## src/common/efp_regs.svh

```systemverilog
/*
 * Constants of the external-host flash programming controller: field
 * positions, reset values and operation times.
 * Assumes a 200 MHz controller clock; times are kept in their own units.
 */
`ifndef EFP_REGS_SVH
`define EFP_REGS_SVH

// Clock period in ns
`define EFP_CLK_NS        5.0
// Operation times
`define EFP_T_CE_MS       11.7
`define EFP_T_BE_MS       9.4
`define EFP_T_SE_MIN_MS   1.1
`define EFP_T_PB_US       110.0
`define EFP_T_BUP1_US     85.0
`define EFP_T_BUP_MIN_US  31.0
// Address fields of block selection
`define EFP_BLK_HI        15
`define EFP_BLK_LO        12
`define EFP_BLK_SEC_CODE  4'hF
// Data values
`define EFP_ERASED        8'hFF
`define EFP_NO_CODE       8'h00
`define EFP_SEC_RST       3'h0
`define EFP_CFG_RST       2'h0

`endif

```

## src/common/efp_pkg.sv

```systemverilog
/*
 * Types of the external-host flash programming controller.
 * Assumes nothing beyond a SystemVerilog compiler.
 */
package efp_pkg;

  typedef enum logic [3:0] {
    CMD_READ_ID,
    CMD_CHIP_ERASE,
    CMD_BLOCK_ERASE,
    CMD_SECTOR_ERASE,
    CMD_BYTE_PROGRAM,
    CMD_PROGRAM_SECURITY_BIT_THREE,
    CMD_PROGRAM_SECURITY_BIT_TWO,
    CMD_PROGRAM_SECURITY_BIT_ONE,
    CMD_PROGRAM_CONFIG_BIT_ONE,
    CMD_PROGRAM_CONFIG_BIT_ZERO,
    CMD_BURST_PROGRAM,
    CMD_BYTE_VERIFY
  } efp_cmd_e;

  typedef enum logic [2:0] {
    ARR_IDLE,
    ARR_READ,
    ARR_PROG,
    ARR_ERASE_SECTOR,
    ARR_ERASE_BLOCK,
    ARR_ERASE_CHIP
  } efp_arr_op_e;

  typedef enum logic [1:0] {
    BLK_PRIMARY,
    BLK_SECONDARY,
    BLK_NONE
  } efp_blk_e;

  typedef enum logic [2:0] {
    ST_IDLE,
    ST_READ,
    ST_CHECK,
    ST_WAIT,
    ST_BURST
  } efp_state_e;

  typedef struct packed {
    efp_cmd_e    cmd;
    logic [15:0] addr;
  } efp_cmd_s;

  typedef struct packed {
    efp_arr_op_e op;
    logic [15:0] addr;
    logic [7:0]  wdata;
  } efp_arr_s;

  typedef struct packed {
    efp_state_e  st;
    efp_cmd_s    cmd;
    efp_arr_s    arr;
    logic [21:0] timer;
    logic [7:0]  idx;
    logic        first;
    logic        busy;
    logic        done;
    logic        refused;
    logic [7:0]  rdata;
    logic        rvalid;
    logic        dready;
    logic [2:0]  sec;
    logic [1:0]  cfg;
  } efp_state_s;

endpackage : efp_pkg

```

## src/design/efp_ctrl.sv

```systemverilog
/*
 * Command execution of the dual-block flash under an external host.
 * Assumes an outside flash array: an ARR_READ on arr_out gives
 * arr_rdata_in on the next cycle; program and erase strobes are one cycle.
 */
// Overview of operation
// - Identification read returns signature or identity byte chosen by address.
// - Chip erase clears both blocks and security bits, ignoring locks.
// - Block erase picks block from A[15:12]; only unlocked blocks.
// - Sector erase of unlocked block only, lasting 1.1 to 2.3 ms.
// - Byte program only unlocked, erased byte, within 110 us.
// - Security and config bit commands take byte program time, with no array read or erased check.
// - Burst program writes every row byte, unlocked and erased only.
// - Burst first byte within 85 us, next ones 31 to 45 us.
// - Byte verify returns stored byte when block is unlocked.
// - Durations are cycle counts, so they scale inversely with clock.
`timescale 1ns/1ps
`include "efp_regs.svh"

module efp_ctrl
  import efp_pkg::*;
#(
  parameter int         T_CE_CYC   =
    $rtoi(`EFP_T_CE_MS * 1.0e6 / `EFP_CLK_NS + 0.001),
  parameter int         T_BE_CYC   =
    $rtoi(`EFP_T_BE_MS * 1.0e6 / `EFP_CLK_NS + 0.001),
  parameter int         T_SE_CYC   =
    $rtoi(`EFP_T_SE_MIN_MS * 1.0e6 / `EFP_CLK_NS + 0.999),
  parameter int         T_PB_CYC   =
    $rtoi(`EFP_T_PB_US * 1.0e3 / `EFP_CLK_NS + 0.001),
  parameter int         T_BUP1_CYC =
    $rtoi(`EFP_T_BUP1_US * 1.0e3 / `EFP_CLK_NS + 0.001),
  parameter int         T_BUP_CYC  =
    $rtoi(`EFP_T_BUP_MIN_US * 1.0e3 / `EFP_CLK_NS + 0.999),
  parameter int         ROW_BYTES  = 64,
  // Identity values, arbitrary
  parameter logic [7:0] MFR_ID     = 8'h5A,
  parameter logic [7:0] DEV_ID     = 8'hA5
) (
  input  wire logic     sys_clk_in,
  input  wire logic     rst_n_in,
  input  wire logic     cmd_valid_in,
  input  efp_cmd_s      cmd_in,
  input  wire logic     data_valid_in,
  input  wire logic [7:0] data_in,
  input  wire logic [7:0] arr_rdata_in,
  output efp_arr_s      arr_out,
  output logic          busy_out,
  output logic          done_out,
  output logic          refused_out,
  output logic [7:0]    rdata_out,
  output logic          rdata_valid_out,
  output logic          data_ready_out,
  output logic [2:0]    sec_bits_out,
  output logic [1:0]    cfg_bits_out
);

  efp_state_s q;
  efp_state_s d;
  efp_blk_e   blk;
  logic       lock;

  function automatic efp_blk_e blk_of(input logic [15:0] a);
    if (!a[`EFP_BLK_HI]) begin
      return BLK_PRIMARY;
    end else if (a[`EFP_BLK_HI:`EFP_BLK_LO] == `EFP_BLK_SEC_CODE) begin
      return BLK_SECONDARY;
    end else begin
      return BLK_NONE;
    end
  endfunction : blk_of

  // Bit 0 locks primary, bit 1 secondary, bit 2 both
  function automatic logic locked(input efp_blk_e b, input logic [2:0] s);
    if (b == BLK_PRIMARY) begin
      return s[0] | s[2];
    end else if (b == BLK_SECONDARY) begin
      return s[1] | s[2];
    end else begin
      return 1'b1;
    end
  endfunction : locked

  always_comb begin
    d = q;
    d.done = 1'b0;
    d.refused = 1'b0;
    d.rvalid = 1'b0;
    d.arr.op = ARR_IDLE;
    blk = blk_of(cmd_in.addr);
    lock = locked(blk, q.sec);
    case (q.st)
      ST_IDLE: begin
        if (cmd_valid_in) begin
          d.cmd = cmd_in;
          d.arr.addr = cmd_in.addr;
          d.busy = 1'b1;
          d.st = ST_WAIT;
          d.timer = 22'(T_PB_CYC - 1);
          case (cmd_in.cmd)
            CMD_READ_ID: begin
              d.rdata = cmd_in.addr[0] ? DEV_ID : MFR_ID;
              d.rvalid = 1'b1;
              d.done = 1'b1;
              d.busy = 1'b0;
              d.st = ST_IDLE;
            end
            CMD_CHIP_ERASE: begin
              d.arr.op = ARR_ERASE_CHIP;
              d.sec = `EFP_SEC_RST;
              d.timer = 22'(T_CE_CYC - 1);
            end
            CMD_BLOCK_ERASE, CMD_SECTOR_ERASE: begin
              if (lock) begin
                d.refused = 1'b1;
                d.done = 1'b1;
                d.busy = 1'b0;
                d.st = ST_IDLE;
              end else if (cmd_in.cmd == CMD_BLOCK_ERASE) begin
                d.arr.op = ARR_ERASE_BLOCK;
                d.timer = 22'(T_BE_CYC - 1);
              end else begin
                d.arr.op = ARR_ERASE_SECTOR;
                d.timer = 22'(T_SE_CYC - 1);
              end
            end
            CMD_BYTE_PROGRAM, CMD_BYTE_VERIFY: begin
              if (lock) begin
                d.refused = 1'b1;
                d.done = 1'b1;
                d.busy = 1'b0;
                d.st = ST_IDLE;
                if (cmd_in.cmd == CMD_BYTE_VERIFY) begin
                  d.rdata = `EFP_NO_CODE;
                  d.rvalid = 1'b1;
                end
              end else begin
                d.arr.op = ARR_READ;
                d.st = ST_READ;
              end
            end
            CMD_BURST_PROGRAM: begin
              if (lock) begin
                d.refused = 1'b1;
                d.done = 1'b1;
                d.busy = 1'b0;
                d.st = ST_IDLE;
              end else begin
                d.cmd.addr = cmd_in.addr & ~16'(ROW_BYTES - 1);
                d.idx = 8'h00;
                d.first = 1'b1;
                d.dready = 1'b1;
                d.st = ST_BURST;
              end
            end
            CMD_PROGRAM_SECURITY_BIT_THREE: d.sec[2] = 1'b1;
            CMD_PROGRAM_SECURITY_BIT_TWO:   d.sec[1] = 1'b1;
            CMD_PROGRAM_SECURITY_BIT_ONE:   d.sec[0] = 1'b1;
            CMD_PROGRAM_CONFIG_BIT_ONE:     d.cfg[1] = 1'b1;
            CMD_PROGRAM_CONFIG_BIT_ZERO:    d.cfg[0] = 1'b1;
            default: begin
              d.refused = 1'b1;
              d.done = 1'b1;
              d.busy = 1'b0;
              d.st = ST_IDLE;
            end
          endcase
        end
      end
      ST_READ: d.st = ST_CHECK;
      ST_CHECK: begin
        if (q.cmd.cmd == CMD_BYTE_VERIFY) begin
          d.rdata = arr_rdata_in;
          d.rvalid = 1'b1;
          d.done = 1'b1;
          d.busy = 1'b0;
          d.st = ST_IDLE;
        end else if (arr_rdata_in != `EFP_ERASED) begin
          d.refused = 1'b1;
          d.done = 1'b1;
          d.busy = 1'b0;
          d.st = ST_IDLE;
        end else begin
          d.arr.op = ARR_PROG;
          d.st = ST_WAIT;
          if (q.cmd.cmd != CMD_BURST_PROGRAM) begin
            d.timer = 22'(T_PB_CYC - 1);
          end else if (q.first) begin
            d.timer = 22'(T_BUP1_CYC - 1);
          end else begin
            d.timer = 22'(T_BUP_CYC - 1);
          end
        end
      end
      ST_WAIT: begin
        if (q.timer != 22'h000000) begin
          d.timer = q.timer - 22'h000001;
        end else if (q.cmd.cmd == CMD_BURST_PROGRAM &&
                     q.idx != 8'(ROW_BYTES - 1)) begin
          d.idx = q.idx + 8'h01;
          d.first = 1'b0;
          d.dready = 1'b1;
          d.st = ST_BURST;
        end else begin
          d.done = 1'b1;
          d.busy = 1'b0;
          d.st = ST_IDLE;
        end
      end
      ST_BURST: begin
        if (data_valid_in) begin
          d.arr.wdata = data_in;
          d.arr.addr = q.cmd.addr | 16'(q.idx);
          d.arr.op = ARR_READ;
          d.dready = 1'b0;
          d.st = ST_READ;
        end
      end
      default: d.st = ST_IDLE;
    endcase
    if (q.st == ST_IDLE && cmd_valid_in) begin
      d.arr.wdata = cmd_in.cmd == CMD_BURST_PROGRAM ? q.arr.wdata :
                    data_in;
    end
  end

  always_ff @(posedge sys_clk_in or negedge rst_n_in) begin
    if (!rst_n_in) begin
      q <= '{st: ST_IDLE, cmd: '{cmd: CMD_READ_ID, addr: 16'h0000},
             arr: '{op: ARR_IDLE, addr: 16'h0000, wdata: 8'h00},
             timer: 22'h000000, idx: 8'h00, first: 1'b0,
             busy: 1'b0, done: 1'b0, refused: 1'b0, rdata: 8'h00,
             rvalid: 1'b0, dready: 1'b0, sec: `EFP_SEC_RST,
             cfg: `EFP_CFG_RST};
    end else begin
      q <= d;
    end
  end

  assign arr_out         = q.arr;
  assign busy_out        = q.busy;
  assign done_out        = q.done;
  assign refused_out     = q.refused;
  assign rdata_out       = q.rdata;
  assign rdata_valid_out = q.rvalid;
  assign data_ready_out  = q.dready;
  assign sec_bits_out    = q.sec;
  assign cfg_bits_out    = q.cfg;
endmodule : efp_ctrl

```

## config.mk

```make
export PLATFORM = sky130hd
export DESIGN_NAME = efp_ctrl
export DESIGN_NICKNAME = d
export VERILOG_FILES = /design/src/common/efp_pkg.sv /design/src/design/efp_ctrl.sv
export VERILOG_INCLUDE_DIRS = /design/src /design/src/common
export SDC_FILE = /design/constraint.sdc
export NUM_CORES = 1
export LEC_CHECK = 0
export BUFFER_PORTS_ARGS = -buffer_cell sky130_fd_sc_hd__buf_2
export CORE_MARGIN = 4
export CORE_UTILIZATION = 57
export DETAILED_ROUTE_END_ITERATION = 16
export HOLD_SLACK_MARGIN = 0.1
export MAX_ROUTING_LAYER = met4
export PLACE_DENSITY = 0.77
export SKIP_LAST_GASP = 1
export SLEW_MARGIN = 40
export SYNTH_ARGS = -nofsm -noshare
export SYNTH_HDL_FRONTEND = slang
export SYNTH_SLANG_ARGS = --single-unit
```

## constraint.sdc

```tcl
create_clock -name sys_clk_in -period 2.6 [get_ports sys_clk_in]
set_input_delay 0.78 -clock sys_clk_in [delete_from_list [all_inputs] [get_ports sys_clk_in]]
set_output_delay 0.78 -clock sys_clk_in [all_outputs]
set_load 0.02 [all_outputs]
```

# Yosys cells after proc, flatten, opt, wreduce, memory -nomap -nowiden
# Cells that the tools add are included.
[classes] eq_ne=38 order_cmp=0 n_reduce_logical=35 addsub=2 n_mul=0 bitwise=3 shift=0 n_div=0 mux=68
[ops] op="22-bit 2-to-1 mux" count=4
[ops] op="22-bit case mux with 3 select lines" count=1
[ops] op="49-bit 2-to-1 mux" count=1
[ops] op="9-bit 2-to-1 mux" count=5
[ops] op="22-bit case mux with 2 select lines" count=1
[ops] op="21-bit 2-to-1 mux" count=2
[ops] op="42-bit 2-to-1 mux" count=1
[ops] op="9-bit case mux with 2 select lines" count=2
[ops] op="8-bit 2-to-1 mux" count=4
[ops] op="16-bit case mux with 2 select lines" count=1
[ops] op="4-bit equality test, second input constant" count=7
[ops] op="25-bit 2-to-1 mux" count=1
[ops] op="3-bit 2-to-1 mux" count=8
[ops] op="3-bit AND reduction" count=8
[ops] op="2-bit != test, second input constant" count=11
[ops] op="22-bit nonzero test" count=1
[ops] op="22-bit by 1-bit subtractor with 22-bit output, second input constant" count=1
[ops] op="10-bit case mux with 2 select lines" count=1
[ops] op="2-bit 2-to-1 mux" count=9
[ops] op="3-bit case mux with 3 select lines" count=2
[ops] op="4-bit by 3-bit equality test with 1-bit output, second input constant" count=4
[ops] op="16-bit by 8-bit OR with 16-bit output" count=1
[ops] op="2-bit nonzero test" count=8
[ops] op="15-bit 2-to-1 mux" count=1
[ops] op="36 further kinds" count=61
[word_totals] memories=0 ff_bits=99 output_inout_bits=45 in_bits=40 mem_bits_rw=0 mem_bits_ro=0 latch_bits=0

# Longest topological paths before layout
# Gate-level depths: netlist (run 1).
[depth] word_depth=10 depth_mapped=9

# Worst setup path after synthesis (run 1)
# OpenSTA, ideal clock, no wires.
[synth_path] path_kind="input-to-reg" startpoint="in cmd_valid_in" endpoint="reg q, in the netlist rdata_out[0]" setup_time_ns=0.126 n_path_buf=0 stages=6 required_time_ns=2.474 slack_ns=0.179 t_arrival_ns=2.295 path_cell_list="or3b_2 > nor2_1 > nand2_1 > nor3_1 > nor3_1 > a221o_1"
[synth_via] elab_chain_len=2
[synth_lines] element="from (decl)" line="efp_ctrl.sv:42" text="input wire logic cmd_valid_in,"
[synth_lines] element="2-bit != test (no source line)"
[synth_lines] element="6-bit AND reduction (no source line)"
[synth_lines] element="to (signal assigned)" line="efp_ctrl.sv:229" text="q <= '{st: ST_IDLE, cmd: '{cmd: CMD_READ_ID, addr: 16'h0000},"
[synth_lines] element="to (decl)" line="efp_ctrl.sv:58" text="efp_state_s q;"
# No other way between the ends.
# A chain may end at the register's enable or synchronous reset.

# Final worst setup path (run 1)
[layout_path] startpoint="reg q[19] in the netlist's numbering" endpoint="reg q[22] in the netlist's numbering"
[layout_via] elab_chain_len=4 word_cells_on_any_way=8
[layout_lines] element="8-bit by 1-bit adder with 8-bit output / 8-bit by 6-bit != test with 1-bit output (equally long branches)" line="efp_ctrl.sv:200, efp_ctrl.sv:199"
[layout_lines] element="9-bit 2-to-1 mux / 1-bit logical AND (equally long branches)" line="efp_ctrl.sv:198" text="end else if (q.cmd.cmd == CMD_BURST_PROGRAM &&"
[layout_lines] element="11-bit 2-to-1 mux / 2-bit != test (equally long branches)"
[layout_lines] element="9-bit case mux with 2 select lines / 6-bit AND reduction (equally long branches)"
# Parallel ways exist; a longest one is shown, timed or not. The select of a mux whose other input is x is not followed.

==> impl_metrics.py, run 1 <==
metrics = {
    "run_status": {
        "status": "finished, final reports clean",
    },
    "final_layout": {
        "layout.nets": 700,
        "mostFrequentLayoutCell": "nand2_1",
        "layout_common_cells": "121 x nand2_1, 99 x dfrtp_1, 83 x buf_2",
        "fin_cells": 770,
        "multiInputGateArea_um2": 2340,
        "drive_gt1_share_pct": 21.5,
        "syn_to_final_growth_pct": 11.1,
        "antenna_cells": 0,
        "n_fill_cell": 724,
        "regArea_um2": 2480,
    },
    "yosys": {
        "ys_ff_latch": 99,
        "avgSynthCellArea_um2": 8.75,
        "synthDistinctLibCells": 64,
        "ys.flop_type": "dfrtp_1",
        "syn-num-nets": 641,
        "yosysWarnings": 0,
        "synth_area_um2": 5230,
        "synth_area_leader_cell": "dfrtp_1",
        "syn_inst": 598,
        "synth_edf_count": 0,
        "synth_top_area_share_pct": 47.3,
        "synthTopCellsByArea": "dfrtp_1 47%, nand2_1 8.7%, o21ai_0 6.8%",
        "async_reset_ff_share_pct": 100,
        "ys_seq_area_share_pct": 47.3,
    },
    "timing": {
        "min_period_over_period_pct": 90.7,
        "final-max-slew-violation-count": 0,
        "rsz0062_at_grt": "no",
        "finClkSkew_ps": 10.8,
        "finalHoldViolations": 0,
        "setup_tns_ps": 0,
        "fmax_mhz": 424,
        "slew_headroom_pct": 53.0,
        "fin_crit_ps": 2360,
        "finalSetupViolations": 0,
        "tightest_slew_ps": 701,
    },
    "floorplanning": {
        "rows": 34,
        "die_area_um2": 10800,
        "die_h_um": 104,
        "ioPinCount": 85,
        "start_util_pct": 59.1,
        "fp.coreArea_um2": 8850,
        "dieWidth_um": 104,
    },
    "setup_path": {
        "setup.worst_path.start": "q[19]",
        "rr_worst_depth": 7,
        "worst_setup_path_end_kind": "register",
        "timing.rr.end": "q[22]",
        "startpoint_type": "register",
        "ff2ff_setup_slack_ps": 240,
        "cp_data_arrival_time_ps": 2610,
        "r2r_start": "q[19]",
        "worstSetupPathType": "register to register",
        "endpoint": "q[22]",
        "required_ps": 2850,
        "path_max_fanout": 12,
    },
    "clock_network": {
        "cts_sinks": 99,
        "clock_latency_ps": 370,
        "cts_buffers": 9,
        "ctsHtreeMaxLevel": 3,
        "cts_tree": "built",
        "clockBufferDepth": 2,
        "cts.clk_slew.worst_paths_ps": 100,
        "cts-root-buf": "clkbuf_8",
    },
    "grt": {
        "antenna_found_initial": 0,
        "grt_start_max_net_pins": 46,
        "grt_pass1_vias": 4559,
        "grt_pass1_wl_mm": 22.1,
        "overflow": 0,
        "grt_use_total_pct": 25.5,
    },
    "place": {
        "place.port_buffers": 84,
        "place_inst": 754,
        "place_congestion": 0.930,
        "hpwlAfterDp_mm": 9.48,
    },
    "drt": {
        "drt_wl_total_mm": 13.2,
        "num_vias": 4734,
        "remaining_drc_errors": 0,
        "firstDrtPassIters": 6,
        "vias_per_cell": 6.15,
        "ant_nets": 0,
        "drt_iter0_drc": 375,
        "wl_per_cell_um": 17.2,
    },
    "power": {
        "ir_drop_v": 0.000414,
        "p_leak_nw": 2.77,
        "p_per_area_nw_per_um2": 1060,
    },
    "flow_run": {
        "cap_violations": 0,
    },
    "hold_path": {
        "min_path_type": "input port to asynchronous set/reset pin",
    },
}
metrics by stage:
step | power, mW | utilization [%] | hold WS [ps] | area [um^2] | setup slack [ps]
4_1_cts | 6.15 | 65.5 | 408 | 5800 | 119
5_1_grt | 6.59 | 65.7 | 429 | 5810 | 69.5
6_report | 6.15 | 65.7 | 392 | 5810 | 241
3_3_place_gp | 5.03 | 63.3 | 444 | 5600 | 115
2_1_floorplan | 4.59 | - | 440 | 5230 | 179
3_5_place_dp | 5.13 | 63.3 | 451 | 5600 | 37.4
logic make-up after synthesis:
| kind of cell | Yosys count | synth area share [%] |
|---|---|---|
| AOI/OAI and AO/OA | 172 | 20.6 |
| adders and majority gates | 3 | 0.717 |
| buffers and inverters | 73 | 8.46 |
| DFF | 99 | 47.3 |
| muxes | 2 | 0.406 |
| and+or+nand+nor | 249 | 22.5 |
worst min path at each step:
stage / startpoint / endpoint / slack, ps / cells past startpoint
6_report: rst_n_in / arr_out[19] / 390 / 1
5_1_grt: rst_n_in / q[87] / 430 / 1
4_1_cts: rst_n_in / arr_out[13] / 410 / 1
3_5_place_dp: arr_out[16] / arr_out[16] / 450 / 2
3_3_place_gp: arr_out[22] / arr_out[22] / 440 / 2
2_1_floorplan: arr_out[16] / arr_out[16] / 440 / 2
routing by layer:
metal,up-vias,part of all wire (%),global-route usage [%]
met2,214,46,37.4
met5,-,0,-
li1,2222,-,-
met4,0,3.0,11.7
met1,2262,44,34.1
met3,36,6.6,5.29
cell type report:
type	instances	share of cell area (%)
Sequential cell	99	42.6
Multi-Input combinational cell	426	40.2
Timing Repair Buffer	110	10.8
Tap cell	108	2.32
Clock buffer	11	2.26
Clock inverter	5	1.05
Inverter	11	0.710
flip-flops by register name (all words and copies together), names as in the netlist:
| register | cells |
|---|---|
| q | 54 |
| arr_out | 27 |
| rdata_out | 8 |
| sec_bits_out | 3 |
| cfg_bits_out | 2 |
| busy_out | 1 |
| data_ready_out | 1 |
| done_out | 1 |
| rdata_valid_out | 1 |
| refused_out | 1 |
cell usage after synthesis, types with 3 or more instances:
cell type,n
nand2_1,121
dfrtp_1,99
o21ai_0,71
buf_4,42
nor2_1,39
a21oi_1,23
nand3_1,19
a31oi_1,17
clkbuf_1,16
nor3_1,16
inv_1,11
a221o_1,8
a22o_1,8
nor2b_1,8
a22oi_1,7
and3_1,6
o31ai_1,6
nand2b_1,5
and2_1,4
o21ai_1,4
a31o_2,3
buf_2,3
ha_1,3
nand4_1,3
nor4_1,3
or2_2,3
or3_1,3
power by group:
| group | switching [mW] | leakage (nW) | internal [mW] |
|---|---|---|---|
| Sequential | 0.490 | 1.24 | 2.14 |
| Combinational | 1.54 | 1.45 | 0.970 |
| Clock | 0.561 | 0.0862 | 0.450 |
| Total | 2.59 | 2.77 | 3.56 |
critical path, cell delays in order, from the launching register on:
cell and delay, ps:
dfrtp_1 450, ha_1 250, and3_1 220, a41oi_1 450, nand4_2 300, and2_4 310
o21ai_0 150, o21ai_0 100
repair_timing:
action / CTS / global route
hold buffers: 0 / 0
setup endpoints to repair: 0 / 14
setup buffers: 0 / 0
gates resized for setup: 0 / 1
Note: power is estimated with default switching activity, not from simulation.
==> inputs of run 2 (changes only) <==
--- a/config.mk
+++ b/config.mk
@@ -8,11 +8,12 @@
 export LEC_CHECK = 0
 export BUFFER_PORTS_ARGS = -buffer_cell sky130_fd_sc_hd__buf_2
 export CORE_MARGIN = 4
-export CORE_UTILIZATION = 57
+export CORE_UTILIZATION = 35
+export CTS_CLUSTER_SIZE = 24
 export DETAILED_ROUTE_END_ITERATION = 16
 export HOLD_SLACK_MARGIN = 0.1
 export MAX_ROUTING_LAYER = met4
-export PLACE_DENSITY = 0.77
+export PLACE_DENSITY = 0.51
 export SKIP_LAST_GASP = 1
 export SLEW_MARGIN = 40
 export SYNTH_ARGS = -nofsm -noshare
==> constraint.sdc (replaced) <==
create_clock -name sys_clk_in -period 2.29 [get_ports sys_clk_in]
set_input_delay 0.687 -clock sys_clk_in [delete_from_list [all_inputs] [get_ports sys_clk_in]]
set_output_delay 0.687 -clock sys_clk_in [all_outputs]
set_load 0.02 [all_outputs]
==> run 2 against run 1 <==
Net effect: power is 23% higher; clock skew is 5.1 ps lower; via count is 0.59% higher; sequential share of layout area is 3.1 points lower; sequential power is 13% higher; clock power is 55% higher; global-route usage is 7.4 points lower; design area is 7.8% higher; largest power group is now combinational logic; highest routed layer unchanged.
==> impl_metrics.py, run 2 (synthesis results as in run 1) <==
metrics = {
    "place": {
        "place_inst": 861,
        "dpl_cell_area_um2": 5940,
        "place.port_buffers": 84,
        "place_congestion": 0.928,
        "hpwlAfterDp_mm": 11.2,
    },
    "clock_network": {
        "cts_sinks": 99,
        "cts-root-buf": "clkbuf_16",
        "ctsHtreeMaxLevel": 3,
        "clockBufferDepth": 2,
        "cts.clk_slew.worst_paths_ps": 70,
        "cts_tree": "built",
        "clock_latency_ps": 340,
        "cts_buffers": 9,
    },
    "grt": {
        "overflow": 0,
        "grt_pass1_vias": 4492,
        "antenna_found_initial": 0,
        "grt_start_max_net_pins": 35,
        "grt_pass1_wl_mm": 23.6,
        "grt_use_total_pct": 18.1,
    },
    "final_layout": {
        "final_area_um2": 6270,
        "fin_cells": 877,
        "multiInputGateArea_um2": 2330,
        "regArea_um2": 2480,
        "regMostFlops": "q",
        "n_fill_cell": 1466,
        "mostFrequentLayoutCell": "nand2_1",
        "layout_common_cells": "121 x nand2_1, 99 x dfrtp_1, 83 x buf_2",
        "syn_to_final_growth_pct": 19.7,
        "layout.nets": 732,
        "antenna_cells": 0,
        "drive_gt1_share_pct": 25.4,
        "largest_register_ffs": 54,
    },
    "setup_path": {
        "required_ps": 2510,
        "worst_setup_path_end_kind": "register",
        "timing.rr.end": "q[24]",
        "cp_data_arrival_time_ps": 2450,
        "ff2ff_setup_slack_ps": 70,
        "rr_worst_depth": 7,
        "worstSetupPathType": "register to register",
        "startpoint_type": "register",
        "path_max_fanout": 12,
        "r2r_start": "q[20]",
    },
    "power": {
        "intPower_mw": 4.54,
        "ir_drop_v": 0.000359,
        "power.switching_mw": 3.03,
        "p_clk_share_pct": 20.7,
        "share_comb_of_total_power_pct": 40.3,
        "switching_share_pct": 40.0,
        "p_leak_nw": 2.99,
        "seqPwrFrac_pct": 39.0,
        "p_per_area_nw_per_um2": 1210,
        "power_mw": 7.57,
    },
    "drt": {
        "wl_per_cell_um": 16.9,
        "vias_per_cell": 5.43,
        "routed-wl-met3_um": 792,
        "wl_met2_mm": 6.90,
        "wl_met1_mm": 6.84,
        "dr.max_layer_used": "met4",
        "num_vias": 4762,
        "drt_wl_total_mm": 14.9,
        "firstDrtPassIters": 4,
        "remaining_drc_errors": 0,
        "ant_nets": 0,
        "drt_iter0_drc": 281,
    },
    "floorplanning": {
        "rows": 44,
        "fp.coreArea_um2": 14600,
        "dieWidth_um": 130,
        "die_area_um2": 17000,
        "start_util_pct": 35.9,
        "ioPinCount": 85,
        "die_h_um": 130,
    },
    "hold_path": {
        "min_path_type": "input port to asynchronous set/reset pin",
    },
    "timing": {
        "tightest_slew_ps": 706,
        "final-max-slew-violation-count": 0,
        "min_period_over_period_pct": 97.1,
        "fin_crit_ps": 2220,
        "setup_tns_ps": 0,
        "rsz0062_at_grt": "no",
        "finClkSkew_ps": 5.72,
        "finalSetupViolations": 0,
        "finalHoldViolations": 0,
        "fmax_mhz": 450,
        "slew_headroom_pct": 52.7,
    },
    "run_status": {
        "status": "finished, final reports clean",
    },
    "flow_run": {
        "cap_violations": 0,
    },
}
==> run 2: critical path, cell delays in order, from the launching register on <==
cell,delay [ps]
dfrtp_1,420
ha_1,220
and3_1,230
a41oi_1,450
nand4_2,240
and2_4,280
o21ai_0,170
o21ai_0,100
==> run 2: power by group through the flow <==
stage / logic (mW) / registers [mW] / clock network, mW
after floorplan: 2.33 / 2.88 / 0
after global placement: 3.03 / 2.96 / 0
after detailed placement: 3.07 / 2.97 / 0
after CTS: 3.08 / 2.95 / 1.60
after global routing: 3.40 / 3.05 / 1.66
final: 3.05 / 2.96 / 1.57
==> run 2: metal layers <==
metal	vias up	track usage [%]
met4	0	6.72
met5	-	-
met2	136	27.7
met3	21	2.78
li1	2277	-
met1	2328	24.2
==> run 2: worst max path at each step <==
| stage | from | end | cells past startpoint |
|---|---|---|---|
| floorplan | cmd_in[19] | q[21] | 8 |
| global placement | cmd_in[18] | arr_out[6] | 5 |
| detailed placement | cmd_valid_in | rdata_out[4] | 8 |
| CTS | q[41] | q[27] | 7 |
| global route | q[29] | q[42] | 7 |
| finish | q[20] | q[24] | 7 |
==> run 2: metrics by stage <==
step	utilization, %	worst slack (ps)	hold slack (ps)
floorplan	-	61.2	391
global placement	40.7	-121	444
detailed placement	40.7	-154	453
CTS	42.8	18.7	283
global route	43.0	8.16	299
finish	43.0	66.7	267
==> run 2: timing repair <==
item | 4_1_cts | 5_1_grt
hold endpoints to repair | 0 | 0
resized for setup | 0 | 2
hold buffers | 0 | 0
setup buffers | 0 | 1
setup endpoints to repair | 0 | 21
==> run 2: layout make-up <==
class / instances / share of cell area, %
flip-flops and latches: 99 / 39.5
repair buffers: 142 / 14.1
clock inverters: 5 / 1.02
multi-input cells: 426 / 37.2
well taps: 184 / 3.67
inverters: 11 / 0.659
clock buffers: 10 / 3.81
==> inputs of run 3 (changes only) <==
--- a/config.mk
+++ b/config.mk
@@ -13,7 +13,7 @@
 export DETAILED_ROUTE_END_ITERATION = 16
 export HOLD_SLACK_MARGIN = 0.1
 export MAX_ROUTING_LAYER = met4
-export PLACE_DENSITY = 0.51
+export PLACE_DENSITY = 0.65
 export SKIP_LAST_GASP = 1
 export SLEW_MARGIN = 40
 export SYNTH_ARGS = -nofsm -noshare
==> run 3 against run 2 <==
Net effect: register-to-register slack improved by 30 ps; non-clock buffer count decreased by 12; setup slack improved by 26 ps; final cell count decreased by 1.4%; combinational power decreased by 3%; largest cell class unchanged; critical endpoint is now q[22]; fmax increased by 1.2%.
==> impl_metrics.py, run 3 (synthesis results as in run 1) <==
metrics = {
    "run_status": {
        "status": "finished, final reports clean",
    },
    "clock_network": {
        "cts_tree": "built",
        "cts_buffers": 9,
        "cts-root-buf": "clkbuf_16",
        "clockBufferDepth": 2,
        "clock_latency_ps": 350,
        "holdBufCountCts": 0,
        "cts.clk_slew.worst_paths_ps": 70,
        "ctsHtreeMaxLevel": 3,
        "cts_sinks": 99,
    },
    "power": {
        "p_per_area_nw_per_um2": 1200,
        "ir_drop_v": 0.000533,
        "p_leak_nw": 2.91,
    },
    "setup_path": {
        "cp_slowest_cell": "or4_4",
        "required_ps": 2520,
        "setup.worst_path.start": "q[39]",
        "max_stage_delay_ps": 570,
        "crit_chain": "or4_4, nor4b_4, nand4_2, and2_4, o21ai_0, o21ai_0",
        "cp_data_arrival_time_ps": 2430,
        "worstSetupPathType": "register to register",
        "startpoint_type": "register",
        "r2r_start": "q[39]",
        "cpMostUsedCell": "o21ai_0",
        "path_max_fanout": 12,
        "worst_setup_path_end_kind": "register",
    },
    "final_layout": {
        "mostFrequentLayoutCell": "nand2_1",
        "fin_cells": 865,
        "n_fill_cell": 1437,
        "layout.nets": 720,
        "largest_register_ffs": 54,
        "regMostFlops": "q",
        "layout_common_cells": "121 x nand2_1, 99 x dfrtp_1, 83 x buf_2",
        "antenna_cells": 0,
        "utilization_pct": 42.2,
        "syn_to_final_growth_pct": 17.6,
        "drive_gt1_share_pct": 24.4,
        "final_area_um2": 6160,
    },
    "timing": {
        "min_period_over_period_pct": 96.0,
        "fin_crit_ps": 2200,
        "finClkSkew_ps": 10.5,
        "setup_tns_ps": 0,
        "whs_ps": 331,
        "finalHoldViolations": 0,
        "rsz0062_at_grt": "yes",
        "tightest_slew_ps": 771,
        "slew_headroom_pct": 48.4,
        "final-max-slew-violation-count": 0,
        "fmax_mhz": 455,
        "finalSetupViolations": 0,
    },
    "drt": {
        "ant_nets": 0,
        "drt_iter0_drc": 304,
        "remaining_drc_errors": 0,
        "vias_per_cell": 5.43,
        "wl_per_cell_um": 16.3,
        "drt_wl_total_mm": 14.1,
        "firstDrtPassIters": 5,
        "num_vias": 4696,
    },
    "grt": {
        "overflow": 0,
        "antenna_found_initial": 0,
        "grt_use_total_pct": 17.4,
        "grt_pass1_wl_mm": 22.9,
        "grt_pass1_vias": 4556,
        "grt_start_max_net_pins": 43,
    },
    "floorplanning": {
        "dieWidth_um": 130,
        "die_h_um": 130,
        "die_area_um2": 17000,
        "rows": 44,
        "start_util_pct": 35.9,
        "fp.coreArea_um2": 14600,
        "ioPinCount": 85,
    },
    "place": {
        "place.port_buffers": 84,
        "place_inst": 848,
        "place_congestion": 0.925,
        "dpl_cell_area_um2": 5850,
        "hpwlAfterDp_mm": 10.5,
    },
    "hold_path": {
        "min_path_type": "input port to asynchronous set/reset pin",
    },
    "flow_run": {
        "cap_violations": 0,
    },
}
==> run 3: changes by cell type in the layout (fill, tap and decap cells not counted), sizes merged <==
cell | before | now
buf | 142 | 130
bufinv | 1 | 0
clkbuf | 10 | 9
clkinv | 3 | 1
clkinvlp | 1 | 3
inv | 11 | 13
==> run 3: final cells by class <==
| cell class | instances | area, um^2 | area share, % |
|---|---|---|---|
| Sequential cell | 99 | 2480 | 40.2 |
| Multi-Input combinational cell | 426 | 2340 | 38.0 |
| Timing Repair Buffer | 130 | 793 | 12.9 |
| Inverter | 11 | 41.3 | 0.671 |
| Tap cell | 184 | 230 | 3.74 |
| Clock inverter | 6 | 51.3 | 0.833 |
| Clock buffer | 9 | 225 | 3.66 |
==> run 3: critical path: cells and delay by family, from the launching register on <==
kind	cells	cell delay (ps)
simple gates	4	1380
flops	1	420
compound gates	2	280
==> run 3: per-stage QoR <==
stage          power [mW]  setup slack (ps)
5_1_grt              7.92             -22.6
2_1_floorplan        5.21              61.2
3_3_place_gp         5.83              -123
3_5_place_dp         5.95             -76.1
4_1_cts              7.42              21.2
6_report             7.37              92.6
==> run 3: what timing repair did <==
| action | CTS | global route |
|---|---|---|
| endpoints found under the setup margin | 0 | 24 |
| hold endpoints to repair | 0 | 0 |
| gates resized for setup | 0 | 4 |
| buffers inserted | 0 | 2 |
==> run 3: worst paths after layout <==
| check | endpoint | slack, ps | depth (start not counted) |
|---|---|---|---|
| max in group asynchronous | arr_out[14] | 1370 | 2 |
| min in group sys_clk_in | arr_out[21] | 470 | 2 |
| worst min-delay path | q[28] | 330 | 1 |
| worst max-delay path | q[22] | 90 | 6 |
| worst min register to register | arr_out[21] | 470 | 2 |
| worst max register to register | q[22] | 90 | 6 |
==> run 3: per-layer routing <==
metal	part of all wire [%]	wire [um]	track usage, %
met1	43	6080	22.3
met2	49	6850	27.9
met3	5.9	832	2.87
met4	2.1	297	6.30
met5	0	0	-
==> run 3: where the power goes <==
part | total [mW] | switching (mW) | internal (mW)
Sequential | 2.97 | 0.537 | 2.44
Combinational | 2.96 | 1.80 | 1.17
Clock | 1.43 | 0.689 | 0.744
